==> config.mk <==
export PLATFORM = sky130hd
export DESIGN_NAME = rsc_top
export DESIGN_NICKNAME = d
export VERILOG_FILES = /design/src/verilog/rsc_pkg.sv /design/src/verilog/rsc_top.sv /design/src/verilog/rsc_sync.sv /design/src/verilog/rsc_delay.sv
export SDC_FILE = /design/constraint.sdc
export NUM_CORES = 1
export LEC_CHECK = 0
export BUFFER_PORTS_ARGS = -buffer_cell sky130_fd_sc_hd__buf_2
export CORE_ASPECT_RATIO = 0.6
export CORE_MARGIN = 3
export CORE_UTILIZATION = 50
export DETAILED_ROUTE_END_ITERATION = 8
export PLACE_DENSITY = 0.8
export SLEW_MARGIN = 10
export SYNTH_ARGS = -nofsm -noshare
export SYNTH_HDL_FRONTEND = slang
export SYNTH_SLANG_ARGS = --single-unit
export TNS_END_PERCENT = 50
==> constraint.sdc <==
create_clock -name clk_sys -period 2.1 [get_ports clk_sys]
set_input_delay 0.315 -clock clk_sys [delete_from_list [all_inputs] [get_ports clk_sys]]
set_output_delay 0.315 -clock clk_sys [all_outputs]
set_load 0.02 [all_outputs]
==> src/verilog/rsc_pkg.sv <==
// Package: register map, codes and timing constants of the reset source controller
package rsc_pkg;
   // Register byte addresses (word aligned)
   localparam logic [3:0] ADDR_THRESHOLD = 4'h0;
   localparam logic [3:0] ADDR_FLAGS = 4'h4;
   localparam logic [3:0] ADDR_STATUS = 4'h8;
   localparam logic [3:0] ADDR_IRQ_STATUS = 4'hC;
   localparam logic [3:0] ADDR_IRQ_MASK = 4'h0;
   localparam logic [1:0] ADDR_HI_MASK_PAGE = 2'h1;
   // Threshold codes
   localparam logic [7:0] CODE_2V10 = 8'h55;
   localparam logic [7:0] CODE_2V55 = 8'h33;
   localparam logic [7:0] CODE_3V15 = 8'h99;
   localparam logic [7:0] CODE_3V80 = 8'hAA;
   localparam logic [7:0] THRESHOLD_POR = 8'h55;
   // Flag register bit positions
   localparam int FLAG_GUARD = 3;
   localparam int FLAG_LOWVOLT = 2;
   localparam int FLAG_BADCODE = 1;
   localparam int FLAG_WATCHDOG = 0;
   // Status register bit positions
   localparam int STAT_TIMEOUT = 0;
   localparam int STAT_POWERDOWN = 1;
   // Interrupt bit positions
   localparam int IRQ_LOWVOLT = 0;
   localparam int IRQ_BADCODE = 1;
   localparam int IRQ_WDT_RUN = 2;
   localparam int IRQ_WDT_SLEEP = 3;
   // Timing
   localparam int CLK_HZ = 10_000_000;
   localparam int LOWVOLT_FILTER_TIME_US = 120;
   localparam int SRESET_DELAY_US = 45;
   localparam int LOWVOLT_FILTER_CYCLES = (LOWVOLT_FILTER_TIME_US * (CLK_HZ / 1_000_000));
   localparam int SRESET_DELAY_CYCLES = (SRESET_DELAY_US * (CLK_HZ / 1_000_000));
   localparam int RESET_HOLD_CYCLES = 2;
endpackage : rsc_pkg

==> src/verilog/rsc_top.sv <==
// Reset source controller: threshold select, reset cause flags, reset scopes
// Notes on behaviour
// Four valid threshold codes 55/33/99/AA; power-on value 55.
// Any other code triggers a full reset after the software-reset delay.
// That reset restores the threshold register to 55.
// Low-voltage reset after the filter time; threshold register kept.
// Low-voltage flag, bit 2, set by hardware, cleared only by writing zero.
// Bad-code flag, bit 1, set by hardware, cleared only by writing zero.
// Flag bits 7 to 4 read zero.
// Running watchdog timeout: low-voltage-style reset plus timeout flag.
// Sleeping watchdog timeout: clear only PC and SP, set timeout flag.
// Power-on clears TO/POWERDOWN_STATUS_FLAG; LVR keeps; run WDT sets TO; sleep WDT sets both.
// Power-on resets PC, interrupts, watchdog, timer, ports, stack pointer.
// Low-voltage detection disabled in idle or sleep; the code gates it on core_sleeping only and has no idle input.
// Reset requests synchronised; internal reset held at least one cycle.
//
// Our own choices: the Avalon-MM interface to the registers and the address map.
`timescale 1ns/1ps
module rsc_top (
   input wire logic clk_sys,
   input wire logic reset_n,
   input wire logic [3:0] avs_address,
   input wire logic avs_read,
   input wire logic avs_write,
   input wire logic [31:0] avs_writedata,
   output logic [31:0] avs_readdata,
   output logic avs_waitrequest,
   input wire logic low_supply,
   input wire logic wdt_timeout,
   input wire logic core_sleeping,
   input wire logic guard_reset_event,
   input wire logic wdt_ctrl_reset_event,
   output logic full_reset,
   output logic pc_sp_reset,
   output logic irq
);
   ////////////////////////////////////////////////////////////////////////////
   logic low_supply_s;
   logic wdt_timeout_s;
   logic sleeping_s;
   logic lowvolt_done;
   logic badcode_done;
   logic code_valid;

   // Asynchronous inputs each pass two flops
   rsc_sync u_sync_lv (.clk_sys(clk_sys), .reset_n(reset_n), .async_in(low_supply), .sync_out(low_supply_s));
   rsc_sync u_sync_wdt (.clk_sys(clk_sys), .reset_n(reset_n), .async_in(wdt_timeout), .sync_out(wdt_timeout_s));
   rsc_sync u_sync_slp (.clk_sys(clk_sys), .reset_n(reset_n), .async_in(core_sleeping), .sync_out(sleeping_s));

   logic [7:0] threshold_code;

   always_comb begin
      case (threshold_code)
         rsc_pkg::CODE_2V10, rsc_pkg::CODE_2V55, rsc_pkg::CODE_3V15, rsc_pkg::CODE_3V80: code_valid = 1'b1;
         default: code_valid = 1'b0;
      endcase
   end

   logic busy;
   // Low-voltage detection gated off while sleeping and while a reset is in flight; bad-code detection only while a reset is in flight
   rsc_delay #(.LIMIT(rsc_pkg::LOWVOLT_FILTER_CYCLES)) u_lv_filter (
      .clk_sys(clk_sys),
      .reset_n(reset_n),
      .request(low_supply_s && !sleeping_s && !busy),
      .done(lowvolt_done)
   );
   rsc_delay #(.LIMIT(rsc_pkg::SRESET_DELAY_CYCLES)) u_code_delay (
      .clk_sys(clk_sys),
      .reset_n(reset_n),
      .request(!code_valid && !busy),
      .done(badcode_done)
   );

   ////////////////////////////////////////////////////////////////////////////
   // Reset sequencer
   typedef enum {RSC_IDLE, RSC_HOLD} rsc_state_t;
   rsc_state_t state;
   rsc_state_t next_state;
   logic [1:0] hold_count;
   logic [1:0] next_hold_count;
   logic hold_full;
   logic next_hold_full;
   logic next_full_reset;
   logic next_pc_sp_reset;
   logic wdt_seen;
   logic next_wdt_seen;
   logic wdt_rise;
   logic ev_lowvolt;
   logic ev_badcode;
   logic ev_wdt_run;
   logic ev_wdt_sleep;

   assign busy = (state != RSC_IDLE);
   assign wdt_rise = wdt_timeout_s && !wdt_seen;
   assign ev_badcode = badcode_done && !busy;
   assign ev_lowvolt = lowvolt_done && !busy && !ev_badcode;
   assign ev_wdt_run = wdt_rise && !sleeping_s && !busy && !ev_badcode && !ev_lowvolt;
   assign ev_wdt_sleep = wdt_rise && sleeping_s && !busy && !ev_badcode && !ev_lowvolt;

   always_comb begin
      next_state = state;
      next_hold_count = hold_count;
      next_hold_full = hold_full;
      next_wdt_seen = wdt_timeout_s;
      next_full_reset = 1'b0;
      next_pc_sp_reset = 1'b0;
      case (state)
         RSC_IDLE: begin
            if (ev_badcode || ev_lowvolt || ev_wdt_run || ev_wdt_sleep) begin
               next_state = RSC_HOLD;
               next_hold_count = 2'(rsc_pkg::RESET_HOLD_CYCLES - 1);
               next_hold_full = !ev_wdt_sleep;
               next_full_reset = !ev_wdt_sleep;
               next_pc_sp_reset = 1'b1;
            end
         end
         RSC_HOLD: begin
            next_full_reset = hold_full;
            next_pc_sp_reset = 1'b1;
            if (hold_count == 2'h0) begin
               next_state = RSC_IDLE;
               next_full_reset = 1'b0;
               next_pc_sp_reset = 1'b0;
            end else begin
               next_hold_count = hold_count - 2'h1;
            end
         end
         default: next_state = RSC_IDLE;
      endcase
   end

   always_ff @(posedge clk_sys) begin
      if (!reset_n) begin
         state <= RSC_IDLE;
         hold_count <= 2'h0;
         hold_full <= 1'b0;
         wdt_seen <= 1'b0;
         full_reset <= 1'b1;
         pc_sp_reset <= 1'b1;
      end else begin
         state <= next_state;
         hold_count <= next_hold_count;
         hold_full <= next_hold_full;
         wdt_seen <= next_wdt_seen;
         full_reset <= next_full_reset;
         pc_sp_reset <= next_pc_sp_reset;
      end
   end

   ////////////////////////////////////////////////////////////////////////////
   // Registers
   logic [3:0] flags;
   logic timeout_status_flag;
   logic powerdown_status_flag;
   logic [3:0] irq_status;
   logic [3:0] irq_mask;
   logic [7:0] next_threshold_code;
   logic [3:0] next_flags;
   logic next_timeout;
   logic next_powerdown;
   logic [3:0] next_irq_status;
   logic [3:0] next_irq_mask;
   logic [31:0] next_readdata;
   logic next_waitrequest;
   logic next_irq;
   logic wr_go;
   logic rd_load;

   // One wait cycle per access: waitrequest drops the cycle after a request
   assign wr_go = avs_write && !avs_waitrequest;
   // Read data loaded early so it stands while waitrequest is low
   assign rd_load = avs_read && avs_waitrequest;

   always_comb begin
      next_threshold_code = threshold_code;
      next_flags = flags;
      next_timeout = timeout_status_flag;
      next_powerdown = powerdown_status_flag;
      next_irq_status = irq_status;
      next_irq_mask = irq_mask;
      next_readdata = avs_readdata;
      next_waitrequest = !((avs_read || avs_write) && avs_waitrequest);
      if (wr_go) begin
         case (avs_address)
            rsc_pkg::ADDR_THRESHOLD: next_threshold_code = avs_writedata[7:0];
            rsc_pkg::ADDR_FLAGS: next_flags = flags & avs_writedata[3:0];
            rsc_pkg::ADDR_STATUS: begin
               next_timeout = avs_writedata[rsc_pkg::STAT_TIMEOUT];
               next_powerdown = avs_writedata[rsc_pkg::STAT_POWERDOWN];
            end
            rsc_pkg::ADDR_IRQ_STATUS: begin
               // Bit 8 selects a mask load instead of a status clear
               if (avs_writedata[8]) begin
                  next_irq_mask = avs_writedata[3:0];
               end else begin
                  next_irq_status = irq_status & ~avs_writedata[3:0];
               end
            end
            default: next_irq_mask = irq_mask;
         endcase
      end
      if (rd_load) begin
         case (avs_address)
            rsc_pkg::ADDR_THRESHOLD: next_readdata = {24'h000000, threshold_code};
            rsc_pkg::ADDR_FLAGS: next_readdata = {28'h0000000, flags};
            rsc_pkg::ADDR_STATUS: next_readdata = {30'h00000000, powerdown_status_flag, timeout_status_flag};
            rsc_pkg::ADDR_IRQ_STATUS: next_readdata = {28'h0000000, irq_status};
            default: next_readdata = 32'h00000000;
         endcase
      end
      // Events win over a same-cycle software clear
      if (ev_lowvolt) begin
         next_flags[rsc_pkg::FLAG_LOWVOLT] = 1'b1;
         next_irq_status[rsc_pkg::IRQ_LOWVOLT] = 1'b1;
      end
      if (ev_badcode) begin
         next_flags[rsc_pkg::FLAG_BADCODE] = 1'b1;
         next_irq_status[rsc_pkg::IRQ_BADCODE] = 1'b1;
         next_threshold_code = rsc_pkg::THRESHOLD_POR;
      end
      if (guard_reset_event) begin
         next_flags[rsc_pkg::FLAG_GUARD] = 1'b1;
      end
      if (wdt_ctrl_reset_event) begin
         next_flags[rsc_pkg::FLAG_WATCHDOG] = 1'b1;
      end
      if (ev_wdt_run) begin
         next_timeout = 1'b1;
         next_irq_status[rsc_pkg::IRQ_WDT_RUN] = 1'b1;
      end
      if (ev_wdt_sleep) begin
         next_timeout = 1'b1;
         next_powerdown = 1'b1;
         next_irq_status[rsc_pkg::IRQ_WDT_SLEEP] = 1'b1;
      end
      next_irq = |(next_irq_status & next_irq_mask);
   end

   always_ff @(posedge clk_sys) begin
      if (!reset_n) begin
         threshold_code <= rsc_pkg::THRESHOLD_POR;
         flags <= 4'h0;
         timeout_status_flag <= 1'b0;
         powerdown_status_flag <= 1'b0;
         irq_status <= 4'h0;
         irq_mask <= 4'h0;
         avs_readdata <= 32'h00000000;
         avs_waitrequest <= 1'b1;
         irq <= 1'b0;
      end else begin
         threshold_code <= next_threshold_code;
         flags <= next_flags;
         timeout_status_flag <= next_timeout;
         powerdown_status_flag <= next_powerdown;
         irq_status <= next_irq_status;
         irq_mask <= next_irq_mask;
         avs_readdata <= next_readdata;
         avs_waitrequest <= next_waitrequest;
         irq <= next_irq;
      end
   end

   ////////////////////////////////////////////////////////////////////////////
   a_badcode_restore: assert property (@(posedge clk_sys) disable iff (!reset_n)
      ev_badcode |=> threshold_code == rsc_pkg::THRESHOLD_POR) else $error("code not restored");
   a_badcode_flag: assert property (@(posedge clk_sys) disable iff (!reset_n)
      ev_badcode |=> flags[rsc_pkg::FLAG_BADCODE] && full_reset) else $error("bad code flag missing");
   a_lowvolt_keep: assert property (@(posedge clk_sys) disable iff (!reset_n)
      ev_lowvolt && !wr_go |=> $stable(threshold_code) && flags[rsc_pkg::FLAG_LOWVOLT]) else $error("lvr wrong");
   a_flag_sticky: assert property (@(posedge clk_sys) disable iff (!reset_n)
      flags[rsc_pkg::FLAG_LOWVOLT] && !(wr_go && avs_address == rsc_pkg::ADDR_FLAGS)
      |=> flags[rsc_pkg::FLAG_LOWVOLT]) else $error("lvr flag dropped");
   a_upper_zero: assert property (@(posedge clk_sys) disable iff (!reset_n)
      rd_load && avs_address == rsc_pkg::ADDR_FLAGS |=> avs_readdata[7:4] == 4'h0) else $error("upper bits");
   a_wdt_run: assert property (@(posedge clk_sys) disable iff (!reset_n)
      ev_wdt_run |=> full_reset && timeout_status_flag ##1 full_reset) else $error("run wdt scope");
   a_wdt_sleep: assert property (@(posedge clk_sys) disable iff (!reset_n)
      ev_wdt_sleep |=> pc_sp_reset && !full_reset && timeout_status_flag && powerdown_status_flag)
      else $error("sleep wdt scope");
   a_lvr_status: assert property (@(posedge clk_sys) disable iff (!reset_n)
      ev_lowvolt && !wr_go |=> $stable(timeout_status_flag) && $stable(powerdown_status_flag))
      else $error("lvr changed status");
   a_sleep_no_lvr: assert property (@(posedge clk_sys) disable iff (!reset_n)
      sleeping_s |-> !lowvolt_done || busy || $past(!sleeping_s)) else $error("lvr while asleep");
   a_hold_min: assert property (@(posedge clk_sys) disable iff (!reset_n)
      $rose(pc_sp_reset) |=> pc_sp_reset) else $error("reset too short");
   c_badcode: cover property (@(posedge clk_sys) disable iff (!reset_n) ev_badcode);
   c_lowvolt: cover property (@(posedge clk_sys) disable iff (!reset_n) ev_lowvolt);
   c_wdt_sleep: cover property (@(posedge clk_sys) disable iff (!reset_n) ev_wdt_sleep);
endmodule : rsc_top

==> src/verilog/rsc_sync.sv <==
// Two-flop synchroniser for one asynchronous level
`timescale 1ns/1ps
module rsc_sync (
   input wire logic clk_sys,
   input wire logic reset_n,
   input wire logic async_in,
   output logic sync_out
);
   logic stage1;
   logic next_stage1;
   logic next_sync_out;

   always_comb begin
      next_stage1 = async_in;
      next_sync_out = stage1;
   end

   always_ff @(posedge clk_sys) begin
      if (!reset_n) begin
         stage1 <= 1'b0;
         sync_out <= 1'b0;
      end else begin
         stage1 <= next_stage1;
         sync_out <= next_sync_out;
      end
   end
endmodule : rsc_sync

==> src/verilog/rsc_delay.sv <==
// Persistence counter: done once the request has held for LIMIT+1 cycles
`timescale 1ns/1ps
module rsc_delay #(
   parameter int LIMIT = 4
) (
   input wire logic clk_sys,
   input wire logic reset_n,
   input wire logic request,
   output logic done
);
   logic [15:0] count;
   logic [15:0] next_count;
   logic next_done;

   always_comb begin
      next_count = 16'h0000;
      next_done = 1'b0;
      if (request) begin
         if (count >= 16'(LIMIT)) begin
            next_count = count;
            next_done = 1'b1;
         end else begin
            next_count = count + 16'h0001;
         end
      end
   end

   always_ff @(posedge clk_sys) begin
      if (!reset_n) begin
         count <= 16'h0000;
         done <= 1'b0;
      end else begin
         count <= next_count;
         done <= next_done;
      end
   end
endmodule : rsc_delay

==> impl_results.md <==
- Clock buffer depth: 2
- Via count: around 2,700
- Mapped Cells: ~390
- Cell variety after synth: 54
- Via-per-instance ratio: 5.32
- Remaining Overflow, GRT: 0
- Data required, critical path: around 2300 ps
- Worst setup startpoint: avs_waitrequest
- Share of cells above drive strength 1: roughly 17%
- Largest net degree at the start of global routing: 25
- Total track usage: between 10% and 20%
- Post-layout net count: between 400 and 500
- Mapped cell area: roughly 3500 sq um
- Root buffer cell: clkbuf_16
- Syn avg cell area: between 9 and 10 sq um
- TritonCTS clock tree: built
- Initial antenna violation count: 0
- Fin crit period: between 1500 and 2000 ps
- Remaining DRCs: 0
- Crit end category: flop
- Starting density of the core: a little over half
- Area grow syn2layout: 13.1%
- Peak supply drop: approximately 0.5 mV
- Die height: roughly 71 um
- Period utilisation layout: a little over nine tenths
- Worst-Margin Slew: between 600 and 700 ps
- Cts bufs inserted: 9
- N_diodes: 0
- Worst clock skew: about 5.7 ps
- Clock sink count: slightly below 80
- Post-CTS setup buffers: 0
- Critical Path End: irq
- Hold depth: 2
- Crit path DAT: roughly 2200 ps
- CP startpoint kind: flop
- Top post-synthesis cells by area: dfxtp_1, nor2_1, buf_4
- Synth Flop Type: dfxtp_1
- RSZ-0062 raised after global routing: no
- Post-route ant nets: 0
- Sequential area share after synthesis: 44.8%
- Vias in the first global route: between 2,000 and 3,000
- Cell leakage power: roughly 1.6 nW
- Worst Hold Launch: core_sleeping
- MaxCap Viol Count: 0
- Routed WL: 7190 um
- Asr flop ratio synth: 0%
- Port Buffer Count: 33
- First-pass DRT Iterations: 5
- Max-slew violations: 0
- Total of warnings raised by yosys: 0
- Hold crit path type: input port to flop
- Clock transition at path regs: about 60 ps
- Synth area leader: dfxtp_1
- Starting DRT DRC Count: 176
- Setup Total Neg Slack: 0 ps
- R2R setup slack: between 100 and 150 ps
- Synth top area share: between 40 and 50%
- Dpl hpwl: between 5000 and 6000 um
- Final setup viols: 0
- Hold Buf Count CTS: 0
- Fmax: slightly above 0.5 GHz
- Critical R2R Launch: avs_waitrequest
- Post-synth EDFFs: 0
- Cell area after layout: 3990 sq um
- Pwr/cell area: a little over 800 nW/um^2
- Fin. Hold Viols: 0
- Area of the die: 8140 sq um
- Die width: between 100 and 150 um
- CP Max Fanout: 6
- Routed len/inst: roughly 14 um
- H-tree Lvls: 3
- Setup CP Type: flop to flop
- Floorplan row count: 23
- Core Region: between 6000 and 7000 sq um
- Clk_lat worst skew: about 340 ps
- First-pass GRT wire length: approximately 12,000 um
- Flops & latches, synth: 79
- PostCTS Resize Cnt: 0
- # fillers: just over 600
- IO Pins: slightly above 80
- Hold WS: 183 ps
- Routability cong.: ~0.83
- Placement Cell Area: roughly 3700 sq um
- Status: completed
- R2r worst-path depth: 6
- Reg-to-reg endpoint: irq
- Slew margin rel.: between 50% and 60%
[through the flow]
step | util, % | power, W | instances | worst slack (ps)
2_1_floorplan | - | 0.00172 | 409 | 178
3_5_place_dp | 54.7 | 0.00174 | 499 | 5.60
4_1_cts | 59.0 | 0.00327 | 515 | 144
5_1_grt | 59.0 | 0.00335 | 515 | 29.9
3_3_place_gp | 54.7 | 0.00174 | 499 | 0.0748
6_report | 59.0 | 0.00323 | 515 | 117
[how the worst min path moves through the flow]
stage / end / slack [ps]
6_report: u_sync_slp.next_sync_out / 180
5_1_grt: u_sync_slp.next_sync_out / 170
4_1_cts: u_sync_slp.next_sync_out / 170
3_5_place_dp: u_code_delay.count[15] / 420
3_3_place_gp: u_code_delay.count[15] / 420
2_1_floorplan: u_code_delay.count[14] / 410
[layer usage]
layer	track usage, %	wire length (um)
met1	26.5	3390
met2	27.5	3150
met3	7.69	533
met4	7.11	109
met5	0	0
[power by group]
part	total, W	switching (W)	internal [W]	leakage (nW)
Combinational	0.000175	0.000122	0.0000530	0.786
Clock	0.00152	0.000573	0.000946	0.146
Sequential	0.00154	0.0000140	0.00152	0.640
Total	0.00323	0.000709	0.00252	1.57
[sequential cells by signal, summed over array words and instances (netlist names), 2 cells and up]
register and cells:
flags 4, irq_mask 4, irq_status 4, threshold_code 8, hold_count 2, u_code_delay.count 16
u_lv_filter.count 16, avs_readdata 8
[kinds of logic (layout without fill, tap and decap cells)]
logic type | Yosys count | after routing | synth area share, %
AND/OR/NAND/NOR | 160 | 160 | 23.0
multiplexers | 11 | 11 | 3.90
other | 1 | 24 | 0.106
adder cells (fa/ha/maj) | 5 | 5 | 1.77
buffers and inverters | 55 | 74 | 8.65
XOR/XNOR | 17 | 17 | 4.22
AO/OA/AOI/OAI | 58 | 58 | 13.5
flip-flops | 79 | 79 | 44.8
[layout by cell type (no fill, tap or decap), types with 4 or more instances in the layout]
cell type and count:
nand2_1 35, nand3_1 16, and2_1 16, a2111oi_2 4
inv_1 18, ha_1 5, o21ai_0 8, mux2i_1 7
nor3_1 9, nand3b_1 4, a211oi_1 4, a22oi_1 8
xnor2_1 17, conb_1 24, clkbuf_16 9, buf_2 33
a21oi_1 16, nand2b_1 6, nor2_1 51, buf_4 6
dfxtp_1 79
[critical path: stages (launching register included)]
cell and delay [ps]:
dfxtp_1 330, or4b_1 480, buf_4 200, nor2_8 120, mux2_2 350, a32oi_1 220
o221ai_1 150
[synthesized netlist by cell type, types with 3 or more instances]
cell type / n
nor4_1: 3
mux2i_1: 7
and2_1: 16
a21oi_1: 16
nor4b_1: 3
clkbuf_1: 8
nand3b_1: 4
nand2_1: 35
nor2_1: 51
a211oi_1: 4
nand3_1: 16
a22oi_1: 8
dfxtp_1: 79
nand2b_1: 6
o21ai_0: 8
ha_1: 5
and3_1: 3
a2111oi_2: 4
nor3_1: 9
buf_4: 24
inv_1: 18
xnor2_1: 17
[final cells by class]
cell class	instances	area (sq um)	share of cell area (%)
clock buffer	12	246	6.17
tap	87	109	2.73
timing repair buffer	39	210	5.26
clock inverter	4	45.0	1.13
multi-input combinational	275	1730	43.3
sequential	79	1580	39.6
inverter	19	71.3	1.79
Power figures use the tool's default switching activity.
